[src/status_display_consts.svh]
`ifndef STATUS_DISPLAY_CONSTS_SVH
`define STATUS_DISPLAY_CONSTS_SVH

// Timing
`define CLK_PERIOD_NS     50
`define REFRESH_PERIOD_NS 1000000000
`define REFRESH_CYCLES    (`REFRESH_PERIOD_NS / `CLK_PERIOD_NS)

// Upper field ranges and category codes
`define NODE_COUNT        64
`define NODE_MAX          7'h3F
`define CLASS_COUNT       5
`define CLASS_LAMP_TEST   7'h58
`define CLASS_SCANNER     7'h5B
`define CLASS_CAN_HW      7'h60
`define CLASS_NET_ACCESS  7'h61
`define CLASS_APP_THREAD  7'h62
`define CLASS_MONITOR     7'h63

// Lower field codes
`define CODE_NONE         7'h00
`define CODE_SCAN_OVERRUN 7'h01
`define CODE_NODE_NORMAL  7'h28
`define CODE_NODE_SHOWN   7'h00
`define CODE_SCANNER_OK   7'h50
`define CODE_LAMP_TEST    7'h58

// Listed node code ranges, inclusive
`define BASIC_LO          7'h01
`define BASIC_HI          7'h03
`define TIMEOUT_CODE      7'h05
`define CONN_NEEDED       7'h07
`define UCMM_TRY1         7'h08
`define MS_TRY_FAIL       7'h0C
`define ID_WAIT_LO        7'h11
`define ID_WAIT_HI        7'h1A
`define DISC_MS_LO        7'h2C
`define DISC_UCMM_HI      7'h31
`define OTHER_ERR         7'h32
`define STATE_FAULT       7'h34
`define ID_BAD_LO         7'h35
`define ID_BAD_HI         7'h3E
`define EPR_STROBE        7'h40
`define EPR_COS           7'h46
`define MISC_ERR_HI       7'h4C
`define SCAN_STATE_LO     7'h51
`define SCAN_RUN          7'h56
`define SCAN_SCANNING     7'h58
`define SCAN_STATE_HI     7'h5E

`endif

[src/status_display_pkg.sv]
package status_display_pkg;
  typedef logic [6:0] code_t;
  typedef logic [6:0] seg_t;
  typedef enum logic [1:0] {ST_WAIT, ST_READ, ST_CHECK} seq_state_e;
endpackage

[src/status_code_display_sequencer.sv]
`timescale 1ns/1ps
`include "status_display_consts.svh"
module status_code_display_sequencer #(
  parameter int REFRESH_CYCLES = `REFRESH_CYCLES
) (
  input  wire logic                      core_clk,
  input  wire logic                      rst_n,
  input  wire logic                      upd_valid,
  input  wire logic [5:0]                upd_node,
  input  wire status_display_pkg::code_t upd_code,
  input  wire logic [5:0]                own_node,
  input  wire logic                      startup_done,
  input  wire logic                      lamp_test,
  input  wire logic                      scan_overrun,
  input  wire logic [4:0]                class_active,
  input  wire status_display_pkg::code_t scanner_err_code,
  input  wire status_display_pkg::code_t can_hw_code,
  input  wire status_display_pkg::code_t net_access_code,
  input  wire status_display_pkg::code_t app_thread_code,
  input  wire status_display_pkg::code_t monitor_code,
  output status_display_pkg::code_t      upper_val_reg,
  output status_display_pkg::code_t      lower_val_reg,
  output status_display_pkg::seg_t       upper_tens_seg_reg,
  output status_display_pkg::seg_t       upper_ones_seg_reg,
  output status_display_pkg::seg_t       lower_tens_seg_reg,
  output status_display_pkg::seg_t       lower_ones_seg_reg,
  output logic                           unlisted_code_reg,
  output logic                           refresh_reg
);
  import status_display_pkg::*;

  localparam logic [6:0] LAST_IDX = 7'(`NODE_COUNT + `CLASS_COUNT - 1);

  // Segments active high, bit order g f e d c b a
  function automatic seg_t seg_of(input logic [3:0] d);
    case (d)
      4'h0: seg_of = 7'h3F;
      4'h1: seg_of = 7'h06;
      4'h2: seg_of = 7'h5B;
      4'h3: seg_of = 7'h4F;
      4'h4: seg_of = 7'h66;
      4'h5: seg_of = 7'h6D;
      4'h6: seg_of = 7'h7D;
      4'h7: seg_of = 7'h07;
      4'h8: seg_of = 7'h7F;
      4'h9: seg_of = 7'h6F;
      default: seg_of = 7'h40;
    endcase
  endfunction

  function automatic logic [3:0] tens(input code_t v);
    tens = 4'(v / 7'd10);
  endfunction

  function automatic logic [3:0] ones(input code_t v);
    ones = 4'(v % 7'd10);
  endfunction

  function automatic logic listed(input code_t c);
    listed = (c >= `BASIC_LO && c <= `BASIC_HI)
          || (c >= `TIMEOUT_CODE && c <= `CONN_NEEDED)
          || (c >= `UCMM_TRY1 && c <= `MS_TRY_FAIL)
          || (c > `MS_TRY_FAIL && c < `ID_WAIT_LO)
          || (c >= `ID_WAIT_LO && c <= `ID_WAIT_HI)
          || (c > `ID_WAIT_HI && c <= `CODE_NODE_NORMAL)
          || (c >= `DISC_MS_LO && c <= `DISC_UCMM_HI)
          || (c == `OTHER_ERR)
          || (c == `STATE_FAULT)
          || (c >= `ID_BAD_LO && c <= `ID_BAD_HI)
          || (c > `ID_BAD_HI && c < `EPR_STROBE)
          || (c >= `EPR_STROBE && c <= `EPR_COS)
          || (c > `EPR_COS && c <= `MISC_ERR_HI)
          || (c >= `CODE_SCANNER_OK && c <= `SCAN_RUN)
          || (c >= `SCAN_SCANNING && c <= `SCAN_STATE_HI);
  endfunction

  logic [31:0]  tick_cnt_reg;
  logic         tick;
  seq_state_e   state_reg;
  logic [6:0]   idx_reg;
  logic [6:0]   steps_reg;
  logic [63:0]  in_list_reg;
  code_t        rd_data;
  code_t        class_num [`CLASS_COUNT];
  code_t        class_code [`CLASS_COUNT];
  logic         entry_active;
  code_t        entry_code;
  logic         load;
  code_t        upper_next;
  code_t        lower_next;
  logic         unlisted_next;

  node_code_ram #(.DEPTH(`NODE_COUNT), .AW(6)) u_codes (
    .core_clk (core_clk),
    .wr_en    (upd_valid),
    .wr_addr  (upd_node),
    .wr_data  (upd_code),
    .rd_addr  (idx_reg[5:0]),
    .rd_data  (rd_data)
  );

  // Timebase restarts at each load, so a long search never shortens the next gap
  assign tick = (tick_cnt_reg == 32'(REFRESH_CYCLES - 1));

  always_ff @(posedge core_clk or negedge rst_n)
  begin
    if (!rst_n)
      tick_cnt_reg <= '0;
    else if (load)
      tick_cnt_reg <= '0;
    else
      tick_cnt_reg <= tick_cnt_reg + 32'd1;
  end

  // Code 0 written for a node takes it off the list
  always_ff @(posedge core_clk or negedge rst_n)
  begin
    if (!rst_n)
      in_list_reg <= '0;
    else if (upd_valid)
      in_list_reg[upd_node] <= (upd_code != `CODE_NONE);
  end

  assign class_num[0] = `CLASS_SCANNER;
  assign class_num[1] = `CLASS_CAN_HW;
  assign class_num[2] = `CLASS_NET_ACCESS;
  assign class_num[3] = `CLASS_APP_THREAD;
  assign class_num[4] = `CLASS_MONITOR;
  assign class_code[0] = scan_overrun ? `CODE_SCAN_OVERRUN : scanner_err_code;
  assign class_code[1] = can_hw_code;
  assign class_code[2] = net_access_code;
  assign class_code[3] = app_thread_code;
  assign class_code[4] = monitor_code;

  always_comb
  begin
    logic [2:0] k;
    k = 3'(idx_reg - 7'(`NODE_COUNT));
    if (idx_reg <= `NODE_MAX)
    begin
      // A listed node is skipped only once startup is over and it runs normally
      entry_active = in_list_reg[idx_reg[5:0]]
                  && (!startup_done || rd_data != `CODE_NODE_NORMAL);
      entry_code = rd_data;
    end
    else
    begin
      entry_active = class_active[k] || (k == 3'd0 && scan_overrun);
      entry_code = class_code[k];
    end
  end

  // Search takes two cycles per entry, far below the refresh period
  always_ff @(posedge core_clk or negedge rst_n)
  begin
    if (!rst_n)
    begin
      state_reg <= ST_WAIT;
      idx_reg <= LAST_IDX;
      steps_reg <= '0;
    end
    else
    begin
      case (state_reg)
        ST_WAIT:
        begin
          steps_reg <= '0;
          if (tick && !lamp_test)
          begin
            state_reg <= ST_READ;
            idx_reg <= (idx_reg >= LAST_IDX) ? 7'h00 : idx_reg + 7'd1;
          end
        end
        ST_READ:
          state_reg <= ST_CHECK;
        ST_CHECK:
        begin
          if (entry_active || steps_reg == LAST_IDX)
            state_reg <= ST_WAIT;
          else
          begin
            state_reg <= ST_READ;
            steps_reg <= steps_reg + 7'd1;
            idx_reg <= (idx_reg >= LAST_IDX) ? 7'h00 : idx_reg + 7'd1;
          end
        end
        default:
          state_reg <= ST_WAIT;
      endcase
    end
  end

  always_comb
  begin
    load = 1'b0;
    upper_next = upper_val_reg;
    lower_next = lower_val_reg;
    unlisted_next = 1'b0;
    if (state_reg == ST_WAIT && tick && lamp_test)
    begin
      load = 1'b1;
      upper_next = `CLASS_LAMP_TEST;
      lower_next = `CODE_LAMP_TEST;
    end
    else if (state_reg == ST_CHECK && entry_active)
    begin
      load = 1'b1;
      upper_next = (idx_reg <= `NODE_MAX) ? idx_reg : class_num[3'(idx_reg - 7'(`NODE_COUNT))];
      lower_next = entry_code;
      if (idx_reg <= `NODE_MAX)
      begin
        unlisted_next = !listed(entry_code);
        if (entry_code == `CODE_NODE_NORMAL)
          lower_next = `CODE_NODE_SHOWN;
      end
    end
    else if (state_reg == ST_CHECK && steps_reg == LAST_IDX)
    begin
      // Nothing to report: quiet display of the scanner itself
      load = 1'b1;
      upper_next = 7'(own_node);
      lower_next = startup_done ? `CODE_SCANNER_OK : `SCAN_STATE_LO;
    end
  end

  always_ff @(posedge core_clk or negedge rst_n)
  begin
    if (!rst_n)
    begin
      upper_val_reg <= '0;
      lower_val_reg <= '0;
      upper_tens_seg_reg <= 7'h3F;
      upper_ones_seg_reg <= 7'h3F;
      lower_tens_seg_reg <= 7'h3F;
      lower_ones_seg_reg <= 7'h3F;
      unlisted_code_reg <= 1'b0;
      refresh_reg <= 1'b0;
    end
    else
    begin
      refresh_reg <= load;
      if (load)
      begin
        upper_val_reg <= upper_next;
        lower_val_reg <= lower_next;
        upper_tens_seg_reg <= seg_of(tens(upper_next));
        upper_ones_seg_reg <= seg_of(ones(upper_next));
        lower_tens_seg_reg <= seg_of(tens(lower_next));
        lower_ones_seg_reg <= seg_of(ones(lower_next));
        unlisted_code_reg <= unlisted_next;
      end
    end
  end

  // Helper: cycles since the last display load
  logic [31:0] since_load_reg;
  always_ff @(posedge core_clk or negedge rst_n)
  begin
    if (!rst_n)
      since_load_reg <= 32'hFFFF_FFFF;
    else if (refresh_reg)
      since_load_reg <= '0;
    else if (since_load_reg != 32'hFFFF_FFFF)
      since_load_reg <= since_load_reg + 32'd1;
  end

  a_refresh_gap: assert property (@(posedge core_clk) disable iff (!rst_n)
    refresh_reg |-> $past(since_load_reg) >= 32'(REFRESH_CYCLES - 2))
    else $error("display refreshed too soon");

  a_upper_class: assert property (@(posedge core_clk) disable iff (!rst_n)
    upper_val_reg > `NODE_MAX |-> upper_val_reg inside {`CLASS_LAMP_TEST, `CLASS_SCANNER,
      `CLASS_CAN_HW, `CLASS_NET_ACCESS, `CLASS_APP_THREAD, `CLASS_MONITOR})
    else $error("upper field above 63 is no class");

  a_lamp_show: assert property (@(posedge core_clk) disable iff (!rst_n)
    state_reg == ST_WAIT && tick && lamp_test |=> refresh_reg && upper_val_reg == `CLASS_LAMP_TEST
      && lower_ones_seg_reg == 7'h7F)
    else $error("lamp test not shown");

  a_idle_ok: assert property (@(posedge core_clk) disable iff (!rst_n)
    state_reg == ST_CHECK && !entry_active && steps_reg == LAST_IDX && startup_done
      |=> upper_val_reg == 7'($past(own_node)) && lower_val_reg == `CODE_SCANNER_OK)
    else $error("clean state not shown as own node and 80");

  a_normal_zero: assert property (@(posedge core_clk) disable iff (!rst_n)
    state_reg == ST_CHECK && entry_active && idx_reg <= `NODE_MAX && rd_data == `CODE_NODE_NORMAL
      |=> lower_val_reg == `CODE_NODE_SHOWN && lower_tens_seg_reg == 7'h3F)
    else $error("normal node not shown as 00");

  a_overrun_code: assert property (@(posedge core_clk) disable iff (!rst_n)
    state_reg == ST_CHECK && idx_reg == 7'(`NODE_COUNT) && scan_overrun
      |=> upper_val_reg == `CLASS_SCANNER && lower_val_reg == `CODE_SCAN_OVERRUN)
    else $error("scan overrun not shown");

  a_seg_match: assert property (@(posedge core_clk) disable iff (!rst_n)
    refresh_reg |-> upper_tens_seg_reg == seg_of(tens(upper_val_reg))
      && lower_ones_seg_reg == seg_of(ones(lower_val_reg)))
    else $error("segments disagree with field value");

  a_search_bound: assert property (@(posedge core_clk) disable iff (!rst_n)
    state_reg == ST_READ |-> ##[1:140] state_reg == ST_WAIT)
    else $error("search did not finish");

  a_field_pair: assert property (@(posedge core_clk) disable iff (!rst_n)
    state_reg == ST_CHECK && entry_active && idx_reg <= `NODE_MAX && rd_data != `CODE_NODE_NORMAL
      |=> upper_val_reg == $past(idx_reg) && lower_val_reg == $past(rd_data))
    else $error("node and code not paired");
endmodule

[src/node_code_ram.sv]
`timescale 1ns/1ps
module node_code_ram #(
  parameter int DEPTH = 64,
  parameter int AW    = 6
) (
  input  wire logic                      core_clk,
  input  wire logic                      wr_en,
  input  wire logic [AW-1:0]             wr_addr,
  input  wire status_display_pkg::code_t wr_data,
  input  wire logic [AW-1:0]             rd_addr,
  output status_display_pkg::code_t      rd_data
);
  import status_display_pkg::*;

  code_t mem [DEPTH];

  always_ff @(posedge core_clk)
  begin
    if (wr_en)
    begin
      mem[wr_addr] <= wr_data;
    end
    rd_data <= mem[rd_addr];
  end
endmodule

[config.mk]
export PLATFORM = sky130hd
export DESIGN_NAME = status_code_display_sequencer
export DESIGN_NICKNAME = d
export VERILOG_FILES = /design/src/status_display_pkg.sv /design/src/status_code_display_sequencer.sv /design/src/node_code_ram.sv
export VERILOG_INCLUDE_DIRS = /design/src
export SDC_FILE = /design/constraint.sdc
export NUM_CORES = 1
export LEC_CHECK = 0
export ABC_AREA = 1
export BUFFER_PORTS_ARGS = -buffer_cell sky130_fd_sc_hd__buf_2
export CAP_MARGIN = 20
export CORE_MARGIN = 2
export CORE_UTILIZATION = 35
export DETAILED_ROUTE_END_ITERATION = 16
export PLACE_DENSITY_LB_ADDON = 0.05
export SYNTH_ARGS = -nofsm -noshare
export SYNTH_HDL_FRONTEND = slang
export SYNTH_HIERARCHICAL = 1
export SYNTH_SLANG_ARGS = --single-unit
[constraint.sdc]
create_clock -name core_clk -period 7.4 [get_ports core_clk]
set_clock_uncertainty 0.15 [all_clocks]
set_input_delay 0.37 -clock core_clk [delete_from_list [all_inputs] [get_ports core_clk]]
set_output_delay 0.37 -clock core_clk [all_outputs]
set_load 0.005 [all_outputs]
# Yosys cells after proc, flatten, opt, wreduce, memory -nomap -nowiden
# Memories as Yosys holds them, arrays and structs flattened. A register that Yosys moved wholly into a read port is not among the register bits.
# Index checks and enable logic that the tools add are counted.
dict set report op_classes {
  n_lt_le_gt_ge 33
  reduce_logical 51
  div_mod_pow 4
  eq_ne 10
  n_bitwise 1
  muxes 43
  add_sub_neg 4
}
# operator n
set ops {}
lappend ops {{$mux 7} 19}
lappend ops {{$bwmux 64} 1}
lappend ops {{$add 32x1->32 const B} 1}
lappend ops {{$eq 32x25->1 const B} 1}
lappend ops {{$mux 32} 1}
lappend ops {{$ge 7x7->1 const B} 4}
lappend ops {{$le 7x6->1 const B} 4}
lappend ops {{$le 7x7->1 const B} 4}
lappend ops {{$pmux 7 s2} 2}
lappend ops {{$bmux 7 s3} 1}
lappend ops {{$eq 7x6->1 const B} 3}
lappend ops {{$logic_and 1x1->1} 21}
lappend ops {{$logic_or 1x1->1} 17}
lappend ops {{$add 7x1->7 const B} 2}
lappend ops {{$div 7x4->7 const B} 2}
lappend ops {{$ge 7x6->1 const B} 2}
lappend ops {{$lt 6x7->1 const B} 2}
lappend ops {{$mod 7x4->7 const B} 2}
lappend ops {{$mux 1} 14}
lappend ops {{$eq 7x7->1 const B} 1}
lappend ops {{$ge 7x1->1 const B} 1}
lappend ops {{$ge 7x3->1 const B} 1}
lappend ops {{$ge 7x4->1 const B} 1}
lappend ops {{$ge 7x5->1 const B} 1}
lappend ops {{other kinds (31)} 38}
dict set report word_totals {
  inputBits 65
  wordCells 161
  mem_bits_rw 448
  romBits 504
  out_inout_bits 44
  mem_count 6
  reg_bits 128
}
# name words width read_ports rd_clocked_by_memory_dff write_ports line
set mem_list {}
lappend mem_list {u_codes.mem 64 7 1 1 1 node_code_ram.sv:15} ;# code_t mem [DEPTH];
lappend mem_list {{(name not given)} 16 7 1 1 0 status_code_display_sequencer.sv:36} ;# case (d)
lappend mem_list {{(name not given)} 16 7 1 1 0 status_code_display_sequencer.sv:36}
lappend mem_list {{(name not given)} 16 7 1 1 0 status_code_display_sequencer.sv:36}
lappend mem_list {{(name not given)} 16 7 1 1 0 status_code_display_sequencer.sv:36}
lappend mem_list {{(name not given)} 8 7 1 0 0 status_code_display_sequencer.sv:208} ;# upper_next = (idx_reg <= `NODE_MAX) ? idx_reg : class_num[3'(idx_reg - 7'(`NODE_COUNT))];

# Logic depth before layout (Yosys ltp)
# Gate-level depths: netlist of the first run.
dict set report depth {
  depth_word 26
  mapped_depth 44
}

# Hierarchy
# The synthesis of the first run kept the hierarchy.
# mod area_each_um2 cells_each seq_area_each_um2 n_inst
set by_module_without_submodules {}
lappend by_module_without_submodules {node_code_ram 18545.3 1590 13593.0 1}
lappend by_module_without_submodules {status_code_display_sequencer 10098.4 1392 3936.3 1}

# Least setup slack after synthesis of the first run
# OpenSTA, ideal clock, no wires.
dict set report synth_timing {
  kind {flip-flop to flip-flop}
  start {reg idx_reg[2]}
  end {reg lower_ones_seg_reg[3]}
  n_path_buf 2
  required_time_ns 7.189
  setup_slack_ns 2.929
  stages_incl_launch_ff 40
  arrival_ns 4.260
  period_less_slack_ns 4.471
  cell_sequence {dfstp_2 -> buf_4 -> inv_2 -> nor3_4 -> nand2_2 -> nand2_4 -> buf_6 -> nor2_1 -> nor2_2 -> nand2_1 -> nor2_2 -> nand3_1 -> nand2_1 -> inv_2 -> nand2_2 -> nand2_4 -> inv_2 -> nand2_2 -> (+4 left out) -> nand3_2 -> nand2_2 -> nand2_4 -> nand2_2 -> nand2_1 -> inv_2 -> ha_1 -> inv_1 -> nand3_2 -> nand3_4 -> nand2_1 -> nand2_1 -> inv_1 -> ha_1 -> nand3b_1 -> nand3_1 -> nand3_1 -> nand2_1}
}
dict set report synth_between {
  elab_chain_cells 12
  word_cells_on_any_way 25
}
# element line
set synth_lines {}
lappend synth_lines {{start: declaration} status_code_display_sequencer.sv:80} ;# logic [6:0] idx_reg;
lappend synth_lines {{start signal: assignment} status_code_display_sequencer.sv:171} ;# idx_reg <= (idx_reg >= LAST_IDX) ? 7'h00 : idx_reg + 7'd1;
lappend synth_lines {{start signal: assignment} status_code_display_sequencer.sv:184} ;# idx_reg <= (idx_reg >= LAST_IDX) ? 7'h00 : idx_reg + 7'd1;
lappend synth_lines {{$sub 3x1->3} status_code_display_sequencer.sv:138} ;# k = 3'(idx_reg - 7'(`NODE_COUNT));
lappend synth_lines {{$not 3->4 (not written as such)} status_code_display_sequencer.sv:149} ;# entry_code = class_code[k];
lappend synth_lines {{$bmux 7 s3} status_code_display_sequencer.sv:149}
lappend synth_lines {{$mux 7 (not written as such) (2 in series)} status_code_display_sequencer.sv:149}
lappend synth_lines {{$mux 7} status_code_display_sequencer.sv:139} ;# if (idx_reg <= `NODE_MAX)
lappend synth_lines {{$eq 7x6->1 (no source line)} -}
lappend synth_lines {{$mux 7} status_code_display_sequencer.sv:213} ;# if (entry_code == `CODE_NODE_NORMAL)
lappend synth_lines {{$mux 7} status_code_display_sequencer.sv:210} ;# if (idx_reg <= `NODE_MAX)
lappend synth_lines {{$mux 7} status_code_display_sequencer.sv:205} ;# else if (state_reg == ST_CHECK && entry_active)
lappend synth_lines {{$mux 7} status_code_display_sequencer.sv:199} ;# if (state_reg == ST_WAIT && tick && lamp_test)
lappend synth_lines {{$mod 7x4->7} status_code_display_sequencer.sv:56} ;# ones = 4'(v % 7'd10);
lappend synth_lines {{end: declaration} status_code_display_sequencer.sv:26} ;# output status_display_pkg::seg_t lower_ones_seg_reg,
# Parallel ways exist; a longest one is shown, timed or not. The select of a mux whose other input is x is not followed.
# A chain may end at the register's enable or synchronous reset.

# Final worst setup path of the first run
# Ends and elaborated chain as after synthesis.

==> results of run 1 <==
[worst reg2reg max path, delay by kind of cell (launching register included)]
family,cells,cell delay (ns)
simple gates,31,3.58
buf+inv,4,0.54
fa+ha+maj,2,0.50
flops,1,1.06
[power groups by stage]
stage / Combinational, mW / Clock [mW] / Sequential (mW)
2_1_floorplan: 0.267 / 0 / 3.92
3_3_place_gp: 0.472 / 0 / 3.93
3_5_place_dp: 0.476 / 0 / 3.94
4_1_cts: 0.478 / 3.57 / 3.87
5_1_grt: 0.541 / 3.70 / 3.88
6_report: 0.471 / 3.47 / 3.87
[stage by stage]
step / setup WS, ns / hold slack [ns] / cell area (um^2) / utilization, %
after floorplan: 2.93 / -0.0756 / 28600 / -
after global placement: 1.74 / 0.283 / 30000 / 37.2
after detailed placement: 1.58 / 0.303 / 30000 / 37.2
after CTS: 1.56 / 0.0298 / 32300 / 40.0
after global routing: 0.876 / 0.0826 / 32400 / 40.1
final: 1.56 / 0.0526 / 32400 / 40.1
[cell usage in the layout (no fill, tap or decap), types with 13 or more instances in the layout]
master     instances
ha_1              32
clkbuf_1          23
nor3_1            34
inv_2             20
buf_2            108
nand2_2           21
clkbuf_16         75
clkinv_1          13
dfrtp_1          128
buf_4             38
inv_1            170
nor2_1           189
nand4_1           24
edfxtp_1         448
nand3_1          504
nand2_1          893
o21ai_0           44
a31oi_1           60
a21oi_1          108
dfstp_2           26
nor4_1            17
[per-layer routing]
layer,vias to the layer above,wire [um],track usage [%],part of all wire [%]
met5,-,0,0,0
met4,0,1670,4.60,2.0
met3,98,3300,2.58,4.0
met2,489,38900,31.9,47
met1,10467,39400,28.1,47
li1,10347,-,-,-
[cell families after synthesis]
family,after synthesis,share of synthesized area (%)
compound gates,246,4.79
xor+xnor,11,0.402
fa+ha+maj,32,1.40
buf+inv,343,5.40
flops,611,61.2
mux,4,0.140
simple gates,1735,26.7
[final timing paths]
kind                                          start                           endpoint  slack [ns]  depth (start not counted)
max in group asynchronous                     rst_n             idx_reg[0]$_DFFE_PN0P_        5.23                          3
hold reg to reg            state_reg[1]$_DFFE_PN0N_           state_reg[1]$_DFFE_PN0N_        0.31                          1
setup reg to reg             idx_reg[2]$_DFFE_PN1P_  lower_ones_seg_reg[3]$_DFFE_PN1N_        1.56                         37
min in group asynchronous                     rst_n  upper_ones_seg_reg[6]$_DFFE_PN0N_        0.27                          2
hold / removal                          own_node[4]       upper_val_reg[4]$_DFFE_PN0N_        0.05                          5
setup / recovery             idx_reg[2]$_DFFE_PN1P_  lower_ones_seg_reg[3]$_DFFE_PN1N_        1.56                         37
[cell type report]
cell class	count	area [um^2]	area share, %
Sequential cell	611	17500	54.1
Multi-Input combinational cell	2028	9590	29.6
Clock buffer	99	1980	6.10
Tap cell	1060	1330	4.09
Timing Repair Buffer	152	916	2.83
Inverter	194	737	2.28
Clock inverter	34	314	0.970
==> summary.txt, run 1 <==
Synth
  – Synth top area share: 47.0%
  – Sequential element share of the synthesized area: 61.2%
  – Ys flop type: edfxtp_1
  – Top-count cell post-synth: nand2_1
  – Post-synthesis cell count: 2982
  – Netlist cell types: 52
  – Yosys reg bits: 611
  – Post-Syn Area per Cell: 9.61 um^2
  – Synth Net Count: 3079
  – Synth Cell Area: 28600 um^2
  – Yosys top cell by area: edfxtp_1
  – Top cells by area, synth: edfxtp_1 47%, nand2_1 12%, dfrtp_1 11%, nand3_1 8.8%, nor2_1 2.5%
  – EDFF count, synth: 448
  – Yosys warnings: 6
  – Ys async rst share: 25.5%
  – Synth top cells by count: 893 x nand2_1, 504 x nand3_1, 448 x edfxtp_1, 189 x nor2_1, 171 x inv_1

Final layout
  – Synthesis-to-layout area growth: 13.1%
  – Number of flip-flops under the largest register name: 448
  – Ant diodes: 0
  – Non-Filler Instances: 4178
  – Fillers: 8021
  – Layout cells sized above 1: 11.8%
  – Nets: 3156

Timing
  – TNS Setup: 0 ns
  – Tmin final: 5.84 ns
  – Slew of the pin with the lowest slew margin: 1.07 ns
  – Max-slew violation count: 0
  – Final worst path period share: 78.9%
  – Fmax: 171 MHz
  – Final Setup Violations: 0
  – Fin. Hold Viols: 0
  – RSZ-0062 raised after global routing: no
  – Relative slew slack: 28.6%

Setup path
  – WP data arrival: 6.24 ns
  – WP data required: 7.80 ns
  – Element type at the critical path end: flop
  – Crit start category: flop
  – Crit-path leading delay family: simple AND/OR/NAND/NOR gates
  – Setup CP Type: reg2reg
  – Crit path max fanout: 36
  – Most used cell, CP: nand2_1
  – Buf/Inv on CP: 4
  – Slowest CP cell: dfstp_2
  – Max stage delay on crit path: 1.06 ns

CTS
  – Root buf cell: clkbuf_16
  – Clock sink count: 611
  – CTS Buf Count: 72
  – Postcts setup bufs: 0
  – H-tree depth: 3
  – Worst-skew pair later-pin latency: 0.62 ns
  – # hold bufs at CTS: 2
  – Reg clk slew, reported paths: 0.06 ns
  – CTS tree: yes
  – Clock tree buffer depth: 3
  – CTS-repair resized insts: 0

Global route
  – Vias in the first global route: 21182
  – Largest net degree at the start of global routing: 163
  – Global-route total usage across every layer: 19.7%
  – Global-route wire length before repair: 130 mm
  – Global route overflow: 0
  – Initial antenna violation count: 1

Flow run
  – Total of max-cap violations: 0

Drt
  – Vias: 21401
  – Final wirelength: 83.4 mm
  – Final ANT Viol Nets: 0
  – Drt pass-1 iters: 5
  – DR iter-0 viols: 1562
  – Vias/cell: 5.12
  – Routed WL per cell: 20.0 um
  – Residual DRC: 0

Placement
  – Placed cells: 4040
  – Post-DP HPWL: 50.8 mm
  – Routability congestion estimate: 0.849
  – IO Port Bufs: 108

Die
  – Area of the core: 80800 um^2
  – Num rows: 104
  – Die W: 290 um
  – Starting Density: 35.4%
  – Die area: 84100 um^2
  – Die span in y: 290 um
  – Io pins: 109

Power and ir drop
  – Internal: 5.99 mW
  – Net Sw Frac: 23.3%
  – Sw power: 1.82 mW
  – Pwr per Cell Area: 241 nW/um^2
  – Max VDD drop: 0.000172 V
  – Leakage: 12.9 nW
  – Clk pwr share: 44.5%
  – Comb power frac: 6.0%
  – Sequential share of power: 49.5%
  – PnR Total Power: 7.81 mW

Hold path
  – Worst min path class: in2reg

Status
  – Status: finished clean
(Power assumes the default switching activity.)
==> run 2: changes to the inputs <==
Clock period 7.4 ns to 6.1 ns, I/O delays scaled along.
==> summary.txt, run 2 (synthesis results as in run 1) <==
Status
  – Status: finished clean (unchanged)

Drt
  – Final ANT Viol Nets: 0 (unchanged)
  – Final wirelength: 83.1 mm (was 83.4 mm)
  – Drt pass-1 iters: 7 (was 5)
  – DR iter-0 viols: 1499 (was 1562)
  – Vias: 21457 (was 21401)
  – Residual DRC: 0 (unchanged)
  – Vias/cell: 5.12 (about the same)
  – Routed WL per cell: 19.8 um (was 20.0 um)

Global route
  – Largest net degree at the start of global routing: 105 (was 163)
  – Vias in the first global route: 20879 (was 21182)
  – Global-route wire length before repair: 128 mm (was 130 mm)
  – Global route overflow: 0 (unchanged)
  – Global-route total usage across every layer: 19.5% (was 19.7%)
  – Initial antenna violation count: 0 (was 1)

Setup path
  – Crit start category: flop (unchanged)
  – Element type at the critical path end: flop (unchanged)
  – Setup CP Type: reg2reg (unchanged)
  – Reg2reg start: idx_reg[1]$_DFFE_PN0P_ (was idx_reg[2]$_DFFE_PN1P_)
  – WP data required: 6.50 ns (was 7.80 ns)
  – Most used cell, CP: nand2_2 (was nand2_1)
  – Worst R2R End: lower_ones_seg_reg[3]$_DFFE_PN1N_ (unchanged)
  – WP data arrival: 5.85 ns (was 6.24 ns)
  – Slowest CP cell: dfrtp_4 (was dfstp_2)
  – FF-to-FF setup slack: 0.65 ns (was 1.56 ns)
  – Max stage delay on crit path: 0.68 ns (was 1.06 ns)
  – Reg2Reg Depth: 35 (was 37)
  – Crit path max fanout: 35 (was 36)

Final layout
  – Commonest non-fill, non-tap cell in the layout: nand2_1 (unchanged)
  – Nets: 3167 (was 3156)
  – Most frequent cells in the layout: 893 x nand2_1, 504 x nand3_1, 448 x edfxtp_1 (unchanged)
  – Synthesis-to-layout area growth: 13.9% (was 13.1%)
  – Number of flip-flops under the largest register name: 448 (unchanged)
  – Layout cells sized above 1: 12.2% (was 11.8%)

Die
  – Die span in y: 290 um (unchanged)
  – Die W: 290 um (unchanged)
  – Num rows: 104 (unchanged)
  – Die area: 84100 um^2 (unchanged)
  – Io pins: 109 (unchanged)
  – Area of the core: 80800 um^2 (unchanged)
  – Starting Density: 35.4% (unchanged)

Timing
  – TNS Setup: 0 ns (unchanged)
  – Hold Slack: 0.00888 ns (was 0.0526 ns)
  – Tmin final: 5.45 ns (was 5.84 ns)
  – Fmax: 183 MHz (was 171 MHz)
  – Slew of the pin with the lowest slew margin: 1.10 ns (was 1.07 ns)
  – Final worst path period share: 89.4% (was 78.9%)
  – Final Setup Violations: 0 (unchanged)
  – Relative slew slack: 26.6% (was 28.6%)
  – Fin. Hold Viols: 0 (unchanged)
  – RSZ-0062 raised after global routing: no (unchanged)
  – Max-slew violation count: 0 (unchanged)

CTS
  – H-tree depth: 3 (unchanged)
  – Clock tree buffer depth: 3 (unchanged)
  – CTS tree: yes (unchanged)
  – Worst-skew pair later-pin latency: 0.62 ns (about the same)
  – CTS Buf Count: 72 (unchanged)
  – Reg clk slew, reported paths: 0.06 ns (about the same)
  – Root buf cell: clkbuf_16 (unchanged)
  – Clock sink count: 611 (unchanged)

Power and ir drop
  – Net Sw Frac: 22.9% (was 23.3%)
  – Pwr per Cell Area: 296 nW/um^2 (was 241 nW/um^2)
  – Comb power frac: 5.9% (was 6.0%)
  – Sw power: 2.21 mW (was 1.82 mW)
  – Clk pwr share: 45.5% (was 44.5%)
  – Sequential share of power: 48.5% (was 49.5%)
  – Leakage: 13.0 nW (was 12.9 nW)
  – Max VDD drop: 0.000219 V (was 0.000172 V)
  – Internal: 7.46 mW (was 5.99 mW)

Placement
  – Routability congestion estimate: 0.848 (was 0.849)
  – IO Port Bufs: 108 (unchanged)
  – Post-DP HPWL: 51.1 mm (was 50.8 mm)

Hold path
  – Worst min path class: in2reg (unchanged)
  – Hold path endpoint: u_codes/mem[3][3]$_DFFE_PP_ (was upper_val_reg[4]$_DFFE_PN0N_)
  – Worst Hold Path Cells: 1 (was 5)
  – HP Start: upd_code[3] (was own_node[4])

Flow run
  – Total of max-cap violations: 0 (unchanged)
run 2: final cells by class:
class,count,area [um^2]
Clock buffer,91,1950
Multi-Input combinational cell,2028,9580
Timing Repair Buffer,163,1030
Tap cell,1060,1330
Inverter,194,739
Sequential cell,611,17500
Clock inverter,41,479
Antenna cell,1,2.50
Fill cell,7984,48200
run 2: how the worst max path moves through the flow:
stage	endpoint	from
2_1_floorplan	lower_ones_seg_reg[3]$_DFFE_PN1N_	idx_reg[2]$_DFFE_PN1P_
3_3_place_gp	lower_ones_seg_reg[3]$_DFFE_PN1N_	idx_reg[0]$_DFFE_PN0P_
3_5_place_dp	lower_ones_seg_reg[3]$_DFFE_PN1N_	idx_reg[0]$_DFFE_PN0P_
4_1_cts	lower_ones_seg_reg[3]$_DFFE_PN1N_	idx_reg[0]$_DFFE_PN0P_
5_1_grt	lower_ones_seg_reg[3]$_DFFE_PN1N_	idx_reg[1]$_DFFE_PN0P_
6_report	lower_ones_seg_reg[3]$_DFFE_PN1N_	idx_reg[1]$_DFFE_PN0P_
run 2: what timing repair did:
| item | CTS | global route |
|---|---|---|
| gates resized for setup | 0 | 2 |
| hold buffers | 4 | 0 |
| endpoints found under the hold margin | 28 | 0 |
| endpoints found under the setup margin | 0 | 3 |
| buffers inserted | 0 | 1 |
run 2: layer usage:
metal | GRT usage (%) | part of all wire [%]
met1 | 28.0 | 47
met2 | 30.8 | 46
met3 | 2.34 | 4.2
met4 | 6.12 | 2.6
met5 | 0 | 0
run 2: power by group through the flow:
stage | clock network (mW) | logic (mW) | registers, mW
2_1_floorplan | 0 | 0.324 | 4.76
3_3_place_gp | 0 | 0.578 | 4.77
3_5_place_dp | 0 | 0.579 | 4.78
4_1_cts | 4.52 | 0.583 | 4.69
5_1_grt | 4.67 | 0.658 | 4.71
6_report | 4.41 | 0.575 | 4.69
run 2: per-stage QoR:
step	power, mW	utilization [%]	instance area, um^2	setup WS [ns]	instances
3_5_place_dp	5.35	37.2	30100	0.514	4048
4_1_cts	9.80	40.3	32600	0.490	4184
2_1_floorplan	5.08	-	28600	1.63	2982
5_1_grt	10.0	40.4	32600	0.0842	4188
6_report	9.67	40.4	32600	0.646	4189
3_3_place_gp	5.35	37.2	30100	0.750	4046
run 2: worst max-delay path: cells and delay by family (launching register included):
kind / cells / cell delay (ns)
flops: 1 / 0.68
buf+inv: 8 / 1.01
compound gates: 2 / 0.34
fa+ha+maj: 2 / 0.49
simple gates: 23 / 2.65
